**config.mk**
```make
export PLATFORM = sky130hd
export DESIGN_NAME = oen_event_policy
export DESIGN_NICKNAME = d
export VERILOG_FILES = /design/src/shared/oen_pkg.sv /design/src/shared/oen_ifs.sv /design/src/oen_hdr_pack.sv /design/src/oen_log_tracker.sv /design/src/oen_event_policy.sv
export SDC_FILE = /design/constraint.sdc
export NUM_CORES = 1
export LEC_CHECK = 0
export CAP_MARGIN = 10
export CORE_UTILIZATION = 38
export CTS_CLUSTER_SIZE = 24
export DETAILED_ROUTE_END_ITERATION = 16
export DONT_BUFFER_PORTS = 1
export GPL_TIMING_DRIVEN = 1
export SLEW_MARGIN = 20
export SYNTH_ARGS = -nofsm -noshare
export SYNTH_HDL_FRONTEND = slang
export SYNTH_SLANG_ARGS = --single-unit
```
**constraint.sdc**
```tcl
create_clock -name pclk -period 5.1 [get_ports pclk]
set_clock_uncertainty 0.1 [all_clocks]
set_input_delay 1.02 -clock pclk [delete_from_list [all_inputs] [get_ports pclk]]
set_output_delay 1.02 -clock pclk [all_outputs]
set_load 0.02 [all_outputs]
```
**src/shared/oen_pkg.sv**
```systemverilog
package oen_pkg;
   localparam int NUM_LOGS = 4;
   localparam int ADDR_W   = 8;

   // Register byte offsets
   localparam logic [7:0] A_REQ_W0  = 8'h00;
   localparam logic [7:0] A_REQ_W1  = 8'h04;
   localparam logic [7:0] A_REQ_W2  = 8'h08;
   localparam logic [7:0] A_REQ_PAY = 8'h0C;
   localparam logic [7:0] A_CMD     = 8'h10;
   localparam logic [7:0] A_RSP_W0  = 8'h14;
   localparam logic [7:0] A_RSP_W1  = 8'h18;
   localparam logic [7:0] A_RSP_W2  = 8'h1C;
   localparam logic [7:0] A_RSP_PAY = 8'h20;
   localparam logic [7:0] A_STATUS  = 8'h24;

   // Field positions
   localparam int CMD_GO_BIT   = 0;
   localparam int CMD_MBX_BIT  = 1;
   localparam int CMD_ADDR_LSB = 8;
   localparam int STS_RSP_BIT  = 0;
   localparam int STS_DROP_BIT = 1;
   localparam int STS_NTF_BIT  = 2;
   localparam int STS_POL_LSB  = 8;
   localparam int STS_PEND_LSB = 16;
   localparam int STS_DEST_LSB = 24;

   // Message categories
   localparam logic [3:0] CAT_REQUEST  = 4'h0;
   localparam logic [3:0] CAT_RESPONSE = 4'h1;
   localparam logic [3:0] CAT_NOTIFY   = 4'h2;

   // Opcodes
   localparam logic [15:0] OP_GET_POLICY = 16'h0104;
   localparam logic [15:0] OP_SET_POLICY = 16'h0105;
   localparam logic [15:0] OP_NOTIFY     = 16'h0106;

   // Return codes and lengths
   localparam logic [15:0] RC_SUCCESS     = 16'h0000;
   localparam logic [15:0] RC_INVALID_LEN = 16'h0016;
   localparam logic [20:0] GET_IN_LEN     = 21'h000000;
   localparam logic [20:0] POLICY_LEN     = 21'h000002;
   localparam logic [20:0] NTF_LEN        = 21'h000002;

   // Values after reset
   localparam logic [3:0] POLICY_RST = 4'h0;
endpackage : oen_pkg

```
**src/shared/oen_ifs.sv**
```systemverilog
`timescale 1ns/10ps
// Per-log event tracking signals
interface oen_evt_if;
   import oen_pkg::*;
   logic [NUM_LOGS-1:0] policy;
   logic [NUM_LOGS-1:0] nonempty;
   logic [NUM_LOGS-1:0] clr;
   logic [NUM_LOGS-1:0] pend;
   modport trk (input policy, input nonempty, input clr, output pend);
   modport ctl (output policy, output nonempty, output clr, input pend);
endinterface : oen_evt_if

// Header fields and their packed message words
interface oen_hdr_if;
   logic [3:0]  category;
   logic [7:0]  tag;
   logic [15:0] opcode;
   logic [20:0] plen;
   logic        bg;
   logic [15:0] rc;
   logic [15:0] vs;
   logic [31:0] w0;
   logic [31:0] w1;
   logic [31:0] w2;
   modport pk  (input category, input tag, input opcode, input plen,
                input bg, input rc, input vs,
                output w0, output w1, output w2);
   modport usr (output category, output tag, output opcode, output plen,
                output bg, output rc, output vs,
                input w0, input w1, input w2);
endinterface : oen_hdr_if

```
**src/oen_hdr_pack.sv**
```systemverilog
`timescale 1ns/10ps
// Packs header fields into message bytes 0..11, little endian
module oen_hdr_pack (
   // Header fields in, words out
   oen_hdr_if.pk hdr
);
   // Byte 0 category, byte 1 tag, byte 2 reserved, bytes 3-4 opcode
   always_comb begin
      hdr.w0 = {hdr.opcode[7:0], 8'h00, hdr.tag, 4'h0, hdr.category};
      hdr.w1 = {hdr.bg, 2'b00, hdr.plen, hdr.opcode[15:8]};
      hdr.w2 = {hdr.vs, hdr.rc};
   end
endmodule : oen_hdr_pack

```
**src/oen_log_tracker.sv**
```systemverilog
`timescale 1ns/10ps
// Catches empty-to-nonempty edges of enabled logs
module oen_log_tracker
   import oen_pkg::*;
(
   // Clock and reset
   input  wire logic pclk,
   input  wire logic presetn,
   // Tracking signals
   oen_evt_if.trk    evt
);
   typedef struct packed {
      logic [NUM_LOGS-1:0] prev;
      logic [NUM_LOGS-1:0] pend;
   } oen_trk_s;

   oen_trk_s st_ff;
   oen_trk_s nxt_st;

   // Per-log edge flag; a new edge wins over a clear
   always_comb begin
      nxt_st = st_ff;
      nxt_st.prev = evt.nonempty;
      for (int i = 0; i < NUM_LOGS; i++) begin
         nxt_st.pend[i] = (evt.nonempty[i] & ~st_ff.prev[i] & evt.policy[i])
            | (st_ff.pend[i] & ~evt.clr[i] & evt.policy[i]);
      end
   end

   // State register
   always_ff @(posedge pclk or negedge presetn) begin
      if (!presetn) begin
         st_ff <= '0;
      end else begin
         st_ff <= nxt_st;
      end
   end

   assign evt.pend = st_ff.pend;
endmodule : oen_log_tracker

```
**src/oen_event_policy.sv**
```systemverilog
`timescale 1ns/10ps
// Out-of-band event interrupt policy command handler and notifier
module oen_event_policy
   import oen_pkg::*;
#(
   parameter logic [15:0] RC_INVALID_PARAM  = 16'h0002,
   parameter logic [15:0] RC_UNSUPPORTED    = 16'h0003,
   parameter logic [15:0] RC_INTERNAL_ERROR = 16'h0004,
   parameter logic [15:0] RC_RETRY_REQUIRED = 16'h0005
) (
   // Clock and reset
   input  wire logic                pclk,
   input  wire logic                presetn,
   // APB slave
   input  wire logic                psel,
   input  wire logic                penable,
   input  wire logic                pwrite,
   input  wire logic [ADDR_W-1:0]   paddr,
   input  wire logic [31:0]         pwdata,
   output logic      [31:0]         prdata,
   output logic                     pready,
   output logic                     pslverr,
   // Device status
   input  wire logic [NUM_LOGS-1:0] log_nonempty,
   input  wire logic                core_fault,
   // Notification message out
   input  wire logic                ntf_ready,
   output logic                     ntf_valid,
   output logic      [31:0]         ntf_w0,
   output logic      [31:0]         ntf_w1,
   output logic      [31:0]         ntf_w2,
   output logic      [31:0]         ntf_pay,
   output logic      [7:0]          ntf_dest
);
   typedef struct packed {
      logic [31:0]         req_w0;
      logic [31:0]         req_w1;
      logic [31:0]         req_w2;
      logic [31:0]         req_pay;
      logic                mbx;
      logic [7:0]          cmd_addr;
      logic [31:0]         rsp_w0;
      logic [31:0]         rsp_w1;
      logic [31:0]         rsp_w2;
      logic [31:0]         rsp_pay;
      logic                rsp_done;
      logic                dropped;
      logic [NUM_LOGS-1:0] policy;
      logic [7:0]          dest;
      logic                ntf_valid;
      logic [1:0]          ntf_log;
      logic [31:0]         ntf_w0;
      logic [31:0]         ntf_w1;
      logic [31:0]         ntf_w2;
      logic                pready;
      logic                pslverr;
      logic [31:0]         prdata;
   } oen_top_s;

   localparam oen_top_s RST_ST = '{policy: POLICY_RST, default: '0};

   // Whole-block state and its next value
   oen_top_s st_ff;
   oen_top_s nxt_st;

   // Carriers to the submodules
   oen_evt_if evt ();
   oen_hdr_if rsp_hdr ();
   oen_hdr_if ntf_hdr ();

   // Request fields as seen in the stored message
   logic [3:0]  req_cat;
   logic [7:0]  req_tag;
   logic [15:0] req_op;
   logic [20:0] req_len;
   logic [15:0] req_pol;

   // Decision results
   logic [15:0] dec_rc;
   logic [20:0] dec_len;
   logic        dec_apply;
   logic        busy_keep;
   logic [3:0]  new_pol;

   // Bus strobes
   logic        wr_en;
   logic        go;

   // Launch selection
   logic [NUM_LOGS-1:0] eff_pol;
   logic [NUM_LOGS-1:0] cand;
   logic [1:0]  sel_log;

   // Read mux
   logic [31:0] rd_data;
   logic        rd_hit;

   // Per-log edge catcher
   oen_log_tracker u_trk (
      .pclk    (pclk),
      .presetn (presetn),
      .evt     (evt.trk)
   );

   // Header packers for the response and the notification
   oen_hdr_pack u_rsp_pack (
      .hdr (rsp_hdr.pk)
   );

   oen_hdr_pack u_ntf_pack (
      .hdr (ntf_hdr.pk)
   );

   // Request header parse; byte 2 and upper nibble of byte 0 ignored
   assign req_cat = st_ff.req_w0[3:0];
   assign req_tag = st_ff.req_w0[15:8];
   assign req_op  = {st_ff.req_w1[7:0], st_ff.req_w0[31:24]};
   assign req_len = st_ff.req_w1[28:8];
   assign req_pol = st_ff.req_pay[15:0];
   assign new_pol = req_pol[3:0];

   // A set keeping the in-flight log enabled gets RC_RETRY_REQUIRED until the hand-off
   assign busy_keep = st_ff.ntf_valid & new_pol[st_ff.ntf_log];

   // Command decode and completion code
   always_comb begin
      dec_rc    = RC_SUCCESS;
      dec_len   = 21'h000000;
      dec_apply = 1'b0;
      if (core_fault) begin
         dec_rc = RC_INTERNAL_ERROR;
      end else if (pwdata[CMD_MBX_BIT] && (req_op == OP_GET_POLICY ||
                   req_op == OP_SET_POLICY || req_op == OP_NOTIFY)) begin
         dec_rc = RC_UNSUPPORTED;
      end else if (req_op == OP_GET_POLICY) begin
         if (req_len != GET_IN_LEN) begin
            dec_rc = RC_INVALID_LEN;
         end else begin
            dec_len = POLICY_LEN;
         end
      end else if (req_op == OP_SET_POLICY) begin
         if (req_len != POLICY_LEN) begin
            dec_rc = RC_INVALID_LEN;
         end else if (busy_keep) begin
            dec_rc = RC_RETRY_REQUIRED;
         end else if (req_pol[15:4] != 12'h000) begin
            dec_rc = RC_INVALID_PARAM;
         end else begin
            dec_len   = POLICY_LEN;
            dec_apply = 1'b1;
         end
      end else begin
         dec_rc = RC_UNSUPPORTED;
      end
   end

   // Response header: echo tag and opcode, clear flag and vendor status
   assign rsp_hdr.category = CAT_RESPONSE;
   assign rsp_hdr.tag      = req_tag;
   assign rsp_hdr.opcode   = req_op;
   assign rsp_hdr.plen     = dec_len;
   assign rsp_hdr.bg       = 1'b0;
   assign rsp_hdr.rc       = dec_rc;
   assign rsp_hdr.vs       = 16'h0000;

   // Notification header is fixed; zero tag, flag, code and status
   assign ntf_hdr.category = CAT_NOTIFY;
   assign ntf_hdr.tag      = 8'h00;
   assign ntf_hdr.opcode   = OP_NOTIFY;
   assign ntf_hdr.plen     = NTF_LEN;
   assign ntf_hdr.bg       = 1'b0;
   assign ntf_hdr.rc       = 16'h0000;
   assign ntf_hdr.vs       = 16'h0000;

   // Tracker sees the stored policy and the raw log levels
   assign evt.policy   = st_ff.policy;
   assign evt.nonempty = log_nonempty;

   // Bus strobes and read mux
   assign wr_en = psel & penable & pwrite & st_ff.pready;
   assign go    = wr_en && (paddr == A_CMD) && pwdata[CMD_GO_BIT];
   always_comb begin
      rd_hit  = 1'b1;
      rd_data = 32'h00000000;
      unique case (paddr)
         A_REQ_W0:  rd_data = st_ff.req_w0;
         A_REQ_W1:  rd_data = st_ff.req_w1;
         A_REQ_W2:  rd_data = st_ff.req_w2;
         A_REQ_PAY: rd_data = st_ff.req_pay;
         A_CMD:     rd_data = {16'h0000, st_ff.cmd_addr, 6'h00,
                               st_ff.mbx, 1'b0};
         A_RSP_W0:  rd_data = st_ff.rsp_w0;
         A_RSP_W1:  rd_data = st_ff.rsp_w1;
         A_RSP_W2:  rd_data = st_ff.rsp_w2;
         A_RSP_PAY: rd_data = st_ff.rsp_pay;
         A_STATUS:  rd_data = {st_ff.dest, 4'h0, evt.pend, 4'h0,
                               st_ff.policy, 5'h00, st_ff.ntf_valid,
                               st_ff.dropped, st_ff.rsp_done};
         default:   rd_hit  = 1'b0;
      endcase
   end

   // Launch candidates under the policy in force this cycle
   always_comb begin
      eff_pol = dec_apply && go ? new_pol : st_ff.policy;
      cand    = evt.pend & eff_pol;
      sel_log = 2'd0;
      // Walk down so the lowest pending index wins
      for (int i = NUM_LOGS - 1; i >= 0; i--) begin
         if (cand[i]) begin
            sel_log = 2'(i);
         end
      end
   end

   // Next state of the whole block
   always_comb begin
      nxt_st = st_ff;
      evt.clr = '0;

      // APB: answer in the cycle after setup
      nxt_st.pready = psel & ~penable;
      if (psel && !penable) begin
         nxt_st.prdata  = rd_data;
         nxt_st.pslverr = ~rd_hit;
      end

      // Register writes
      if (wr_en) begin
         unique case (paddr)
            A_REQ_W0:  nxt_st.req_w0  = pwdata;
            A_REQ_W1:  nxt_st.req_w1  = pwdata;
            A_REQ_W2:  nxt_st.req_w2  = pwdata;
            A_REQ_PAY: nxt_st.req_pay = pwdata;
            A_CMD: begin
               nxt_st.mbx      = pwdata[CMD_MBX_BIT];
               nxt_st.cmd_addr = pwdata[CMD_ADDR_LSB +: 8];
            end
            A_STATUS: begin
               nxt_st.rsp_done = st_ff.rsp_done & ~pwdata[STS_RSP_BIT];
               nxt_st.dropped  = st_ff.dropped & ~pwdata[STS_DROP_BIT];
            end
            default: ;
         endcase
      end

      // Command execution; set wins over a same-cycle clear
      if (go) begin
         if (req_cat != CAT_REQUEST) begin
            nxt_st.dropped = 1'b1;
         end else begin
            nxt_st.rsp_w0   = rsp_hdr.w0;
            nxt_st.rsp_w1   = rsp_hdr.w1;
            nxt_st.rsp_w2   = rsp_hdr.w2;
            nxt_st.rsp_pay  = 32'h00000000;
            nxt_st.rsp_done = 1'b1;
            if (dec_len == POLICY_LEN) begin
               nxt_st.rsp_pay = {28'h0000000, eff_pol};
            end
            if (dec_apply) begin
               nxt_st.policy = new_pol;
               nxt_st.dest   = pwdata[CMD_ADDR_LSB +: 8];
            end
         end
      end

      // Notification handshake; accepted one clears its flag
      if (st_ff.ntf_valid && ntf_ready) begin
         nxt_st.ntf_valid = 1'b0;
         evt.clr[st_ff.ntf_log] = 1'b1;
      end else if (st_ff.ntf_valid && !eff_pol[st_ff.ntf_log]) begin
         nxt_st.ntf_valid = 1'b0;
      end else if (!st_ff.ntf_valid && (|cand)) begin
         nxt_st.ntf_valid = 1'b1;
         nxt_st.ntf_log   = sel_log;
         nxt_st.ntf_w0    = ntf_hdr.w0;
         nxt_st.ntf_w1    = ntf_hdr.w1;
         nxt_st.ntf_w2    = ntf_hdr.w2;
      end
   end

   // State register
   always_ff @(posedge pclk or negedge presetn) begin
      if (!presetn) begin
         st_ff <= RST_ST;
      end else begin
         st_ff <= nxt_st;
      end
   end

   // Bus answer straight from state
   assign prdata    = st_ff.prdata;
   assign pready    = st_ff.pready;
   assign pslverr   = st_ff.pslverr;

   // Notification message straight from state
   assign ntf_valid = st_ff.ntf_valid;
   assign ntf_w0    = st_ff.ntf_w0;
   assign ntf_w1    = st_ff.ntf_w1;
   assign ntf_w2    = st_ff.ntf_w2;
   assign ntf_pay   = {30'h00000000, st_ff.ntf_log};
   assign ntf_dest  = st_ff.dest;
endmodule : oen_event_policy

```
==> run_results.csv <==
group,metric,value,unit
timing,finalCriticalPeriod,3530,ps
yosys,ys_ff_latch,231,
yosys,synth_edf_count,0,
global_route,gr-total-overflow,0,
floorplanning,die_y,174,µm
run,cap_violations,0,
layout,nFillCells,2770,
outcome,run_status,"complete, no violations",
clocking,cts_sinks,231,
floorplanning,start_util,39.0,%
power_and_ir_drop,p_int,0.00293,W
timing,setup_violations,0,
timing,rsz0062_at_grt,"false",
clocking,clk_pin_slew,60,ps
worst_setup_path,critPathRequiredTime,5400,ps
yosys,ys_async_sr_fraction,100,%
route,route.detailed.drc,0,
yosys,synth_top_area_share,51.1,%
worst_setup_path,cp.arrival,3830,ps
timing,totalNegativeSetupSlack,0,ps
floorplanning,core_area,0.0290,mm²
timing,slew_headroom,22.8,%
clocking,cts_root_buf,"clkbuf_16",
global_route,grt_pass1_vias,6992,
clocking,post_cts.repair.setup_buffers,0,
yosys,ys.warnings.count,0,
clocking,cts_htree_levels,1,
timing,fin_ws,1570,ps
route,drt_iter0_drc,635,
clocking,ctsResizeCount,0,
yosys,yosys.area.top_type,"dfrtp_1",
power_and_ir_drop,vdd_ir_drop_max,201,µV
placed_design,place_hpwl,19200,µm
layout,area_delta_synth_final,3.46,%
timing,fin_worst_hold_slack,106,ps
floorplanning,num_rows,62,
layout,multi_input_area,0.00452,mm²
layout,drive_gt1_share,24.4,%
worst_setup_path,crit_path_end_kind,"flop",
clocking,insertion_delay,520,ps
clocking,cts_hold_buf,0,
timing,max_freq,0.283,GHz
worst_setup_path,worst-r2r-cell-count,6,
route,wl_per_cell,22.2,µm
power_and_ir_drop,power_density,319,mW/mm²
yosys,yosysUniqueCellTypes,53,
clocking,cts_inserted_buffers,25,
route,drt_wl_total,29000,µm
placed_design,io_buffers,0,
layout,mostFrequentLayoutCell,"dfrtp_1",
power_and_ir_drop,power.share.switching,21.6,%
power_and_ir_drop,power_frac_comb,2.9,%
power_and_ir_drop,switching_power,0.000806,W
power_and_ir_drop,seq_power_share,49.4,%
worst_setup_path,r2r-start,"req_pol[15]$_DFFE_PN0P_",
power_and_ir_drop,pwr-share-clk,47.7,%
worst_setup_path,cp-start-kind,"flop",
yosys,synth-seq-area-share,51.1,%
yosys,synth_area_leaders,"dfrtp_1 (51%), mux2_2 (17%), buf_4 (11%)",
worst_setup_path,worstPathMaxFanout,12,
yosys,syn_area_per_cell,11.7,µm²
global_route,grt_pass1_wl,44200,µm
timing,period_share,69.3,%
worst_setup_path,rrSetupSlack,1570,ps
route,ant_nets,0,
global_route,grt_usage,19.2,%
power_and_ir_drop,power_leakage,5.64,nW
global_route,antenna_found_initial,1,
layout,mostFrequentLayoutCells,"dfrtp_1 (231), mux2_2 (168), conb_1 (121)",
clocking,cts_tree,"yes",
clocking,cts_buffer_depth,3,
route,viasPerCell,5.49,
floorplanning,fp.dieW,174,µm
placed_design,post-place-ws,1230,ps
route,first_pass_iters,5,
global_route,grt_max_degree,232,
floorplanning,num_io_pins,222,
placed_design,finalWeightedCongestion,0.842,
worst_setup_path,path_class,"flop to flop",
timing,finalMaxSlewViolations,0,
floorplanning,die_area,0.0304,mm²
yosys,postSynthCellCount,968,
layout,regArea,0.00578,mm²
route,routed-via-count,7191,
timing,final-hold-violation-count,0,
layout,fin_nets,963,
yosys,netlist_area,0.0113,mm²
hold_path,hold_path_class,"primary input to async pin",
timing,worst_pin_slew,1150,ps
worst_setup_path,r2r-end,"ntf_dest[0]$_DFFE_PN0P_",
yosys,yosys_most_used_dff,"dfrtp_1",
-- kinds of logic after synthesis --
kind of cell / count (synthesis) / share of synthesized area (%)
AO/OA/AOI/OAI: 192 / 11.5
flip-flops: 231 / 51.1
other: 1 / 0.0332
multiplexers: 185 / 18.3
buffers and inverters: 221 / 13.0
AND/OR/NAND/NOR: 138 / 5.97
-- power by group through the flow --
stage | Clock (W) | Combinational [W] | Sequential, W
after floorplan | 0 | 0.000175 | 0.00188
after global placement | 0 | 0.000108 | 0.00188
after detailed placement | 0 | 0.000108 | 0.00188
after CTS | 0.00183 | 0.000108 | 0.00184
after global routing | 0.00190 | 0.000118 | 0.00184
final | 0.00178 | 0.000109 | 0.00185
-- metrics by stage --
step	instance area (µm²)	total power [W]	utilization, %	cells
detailed placement	10900	0.00199	37.5	1269
finish	11700	0.00374	40.3	1310
CTS	11700	0.00378	40.3	1309
global route	11700	0.00386	40.3	1310
global placement	10900	0.00199	37.5	1269
floorplan	11800	0.00205	-	1088
-- per-layer routing --
metal,GRT usage [%],wire [µm],vias up
met5,0,0,-
met4,5.01,680,0
met1,25.9,12100,3664
met3,5.66,2860,61
li1,-,-,3092
met2,29.9,13400,374
-- layout make-up --
type,instances,area share [%]
diodes,1,0.0214
clock buffers,36,6.22
clock inverters,4,0.620
inverters,5,0.160
multi-input cells,636,38.6
flip-flops and latches,231,49.4
well taps,384,4.11
repair buffers,13,0.834
-- state kept, by name (all words and copies together) (netlist names) --
register / cells
ntf_dest: 8
ntf_pay: 2
req_cat: 4
pready: 1
u_trk.evt.pend: 4
pslverr: 1
req_op: 16
st_ff: 108
ntf_valid: 1
req_len: 21
req_tag: 8
new_pol: 4
req_pol: 12
evt.policy: 4
u_trk.st_ff: 4
ntf_w1: 1
prdata: 32
-- worst max-delay path by stage --
stage	startpoint	end	slack, ps	depth (start not counted)
2_1_floorplan	pwrite	evt.policy[0]$_DFFE_PN0P_	1910	9
3_3_place_gp	paddr[3]	ntf_dest[0]$_DFFE_PN0P_	1360	6
3_5_place_dp	paddr[3]	evt.policy[0]$_DFFE_PN0P_	1230	6
4_1_cts	req_pol[15]$_DFFE_PN0P_	ntf_dest[0]$_DFFE_PN0P_	1670	6
5_1_grt	req_pol[15]$_DFFE_PN0P_	evt.policy[0]$_DFFE_PN0P_	1390	6
6_report	req_pol[15]$_DFFE_PN0P_	ntf_dest[0]$_DFFE_PN0P_	1570	6
-- Yosys cell counts (all sizes together), types with 6 or more instances --
cell and number:
a21boi 6, a21o 13, a21oi 29, a221oi 8, a222oi 22, a22oi 26, a31oi 8, buf 174
clkbuf 42, dfrtp 231, mux2 171, mux2i 14, nand2 65, nand2b 10, nor2 19, nor3 6
nor4 14, o21ai 60
-- worst max-delay path, stage by stage, from the launching register on --
cell     delay [ps]
dfrtp_1         400
nor4_1          630
nand4_1         330
nor4_1          620
and2_1          430
nand2_1         450
mux2_1          460
No activity file was read; power rests on OpenSTA's default activity.
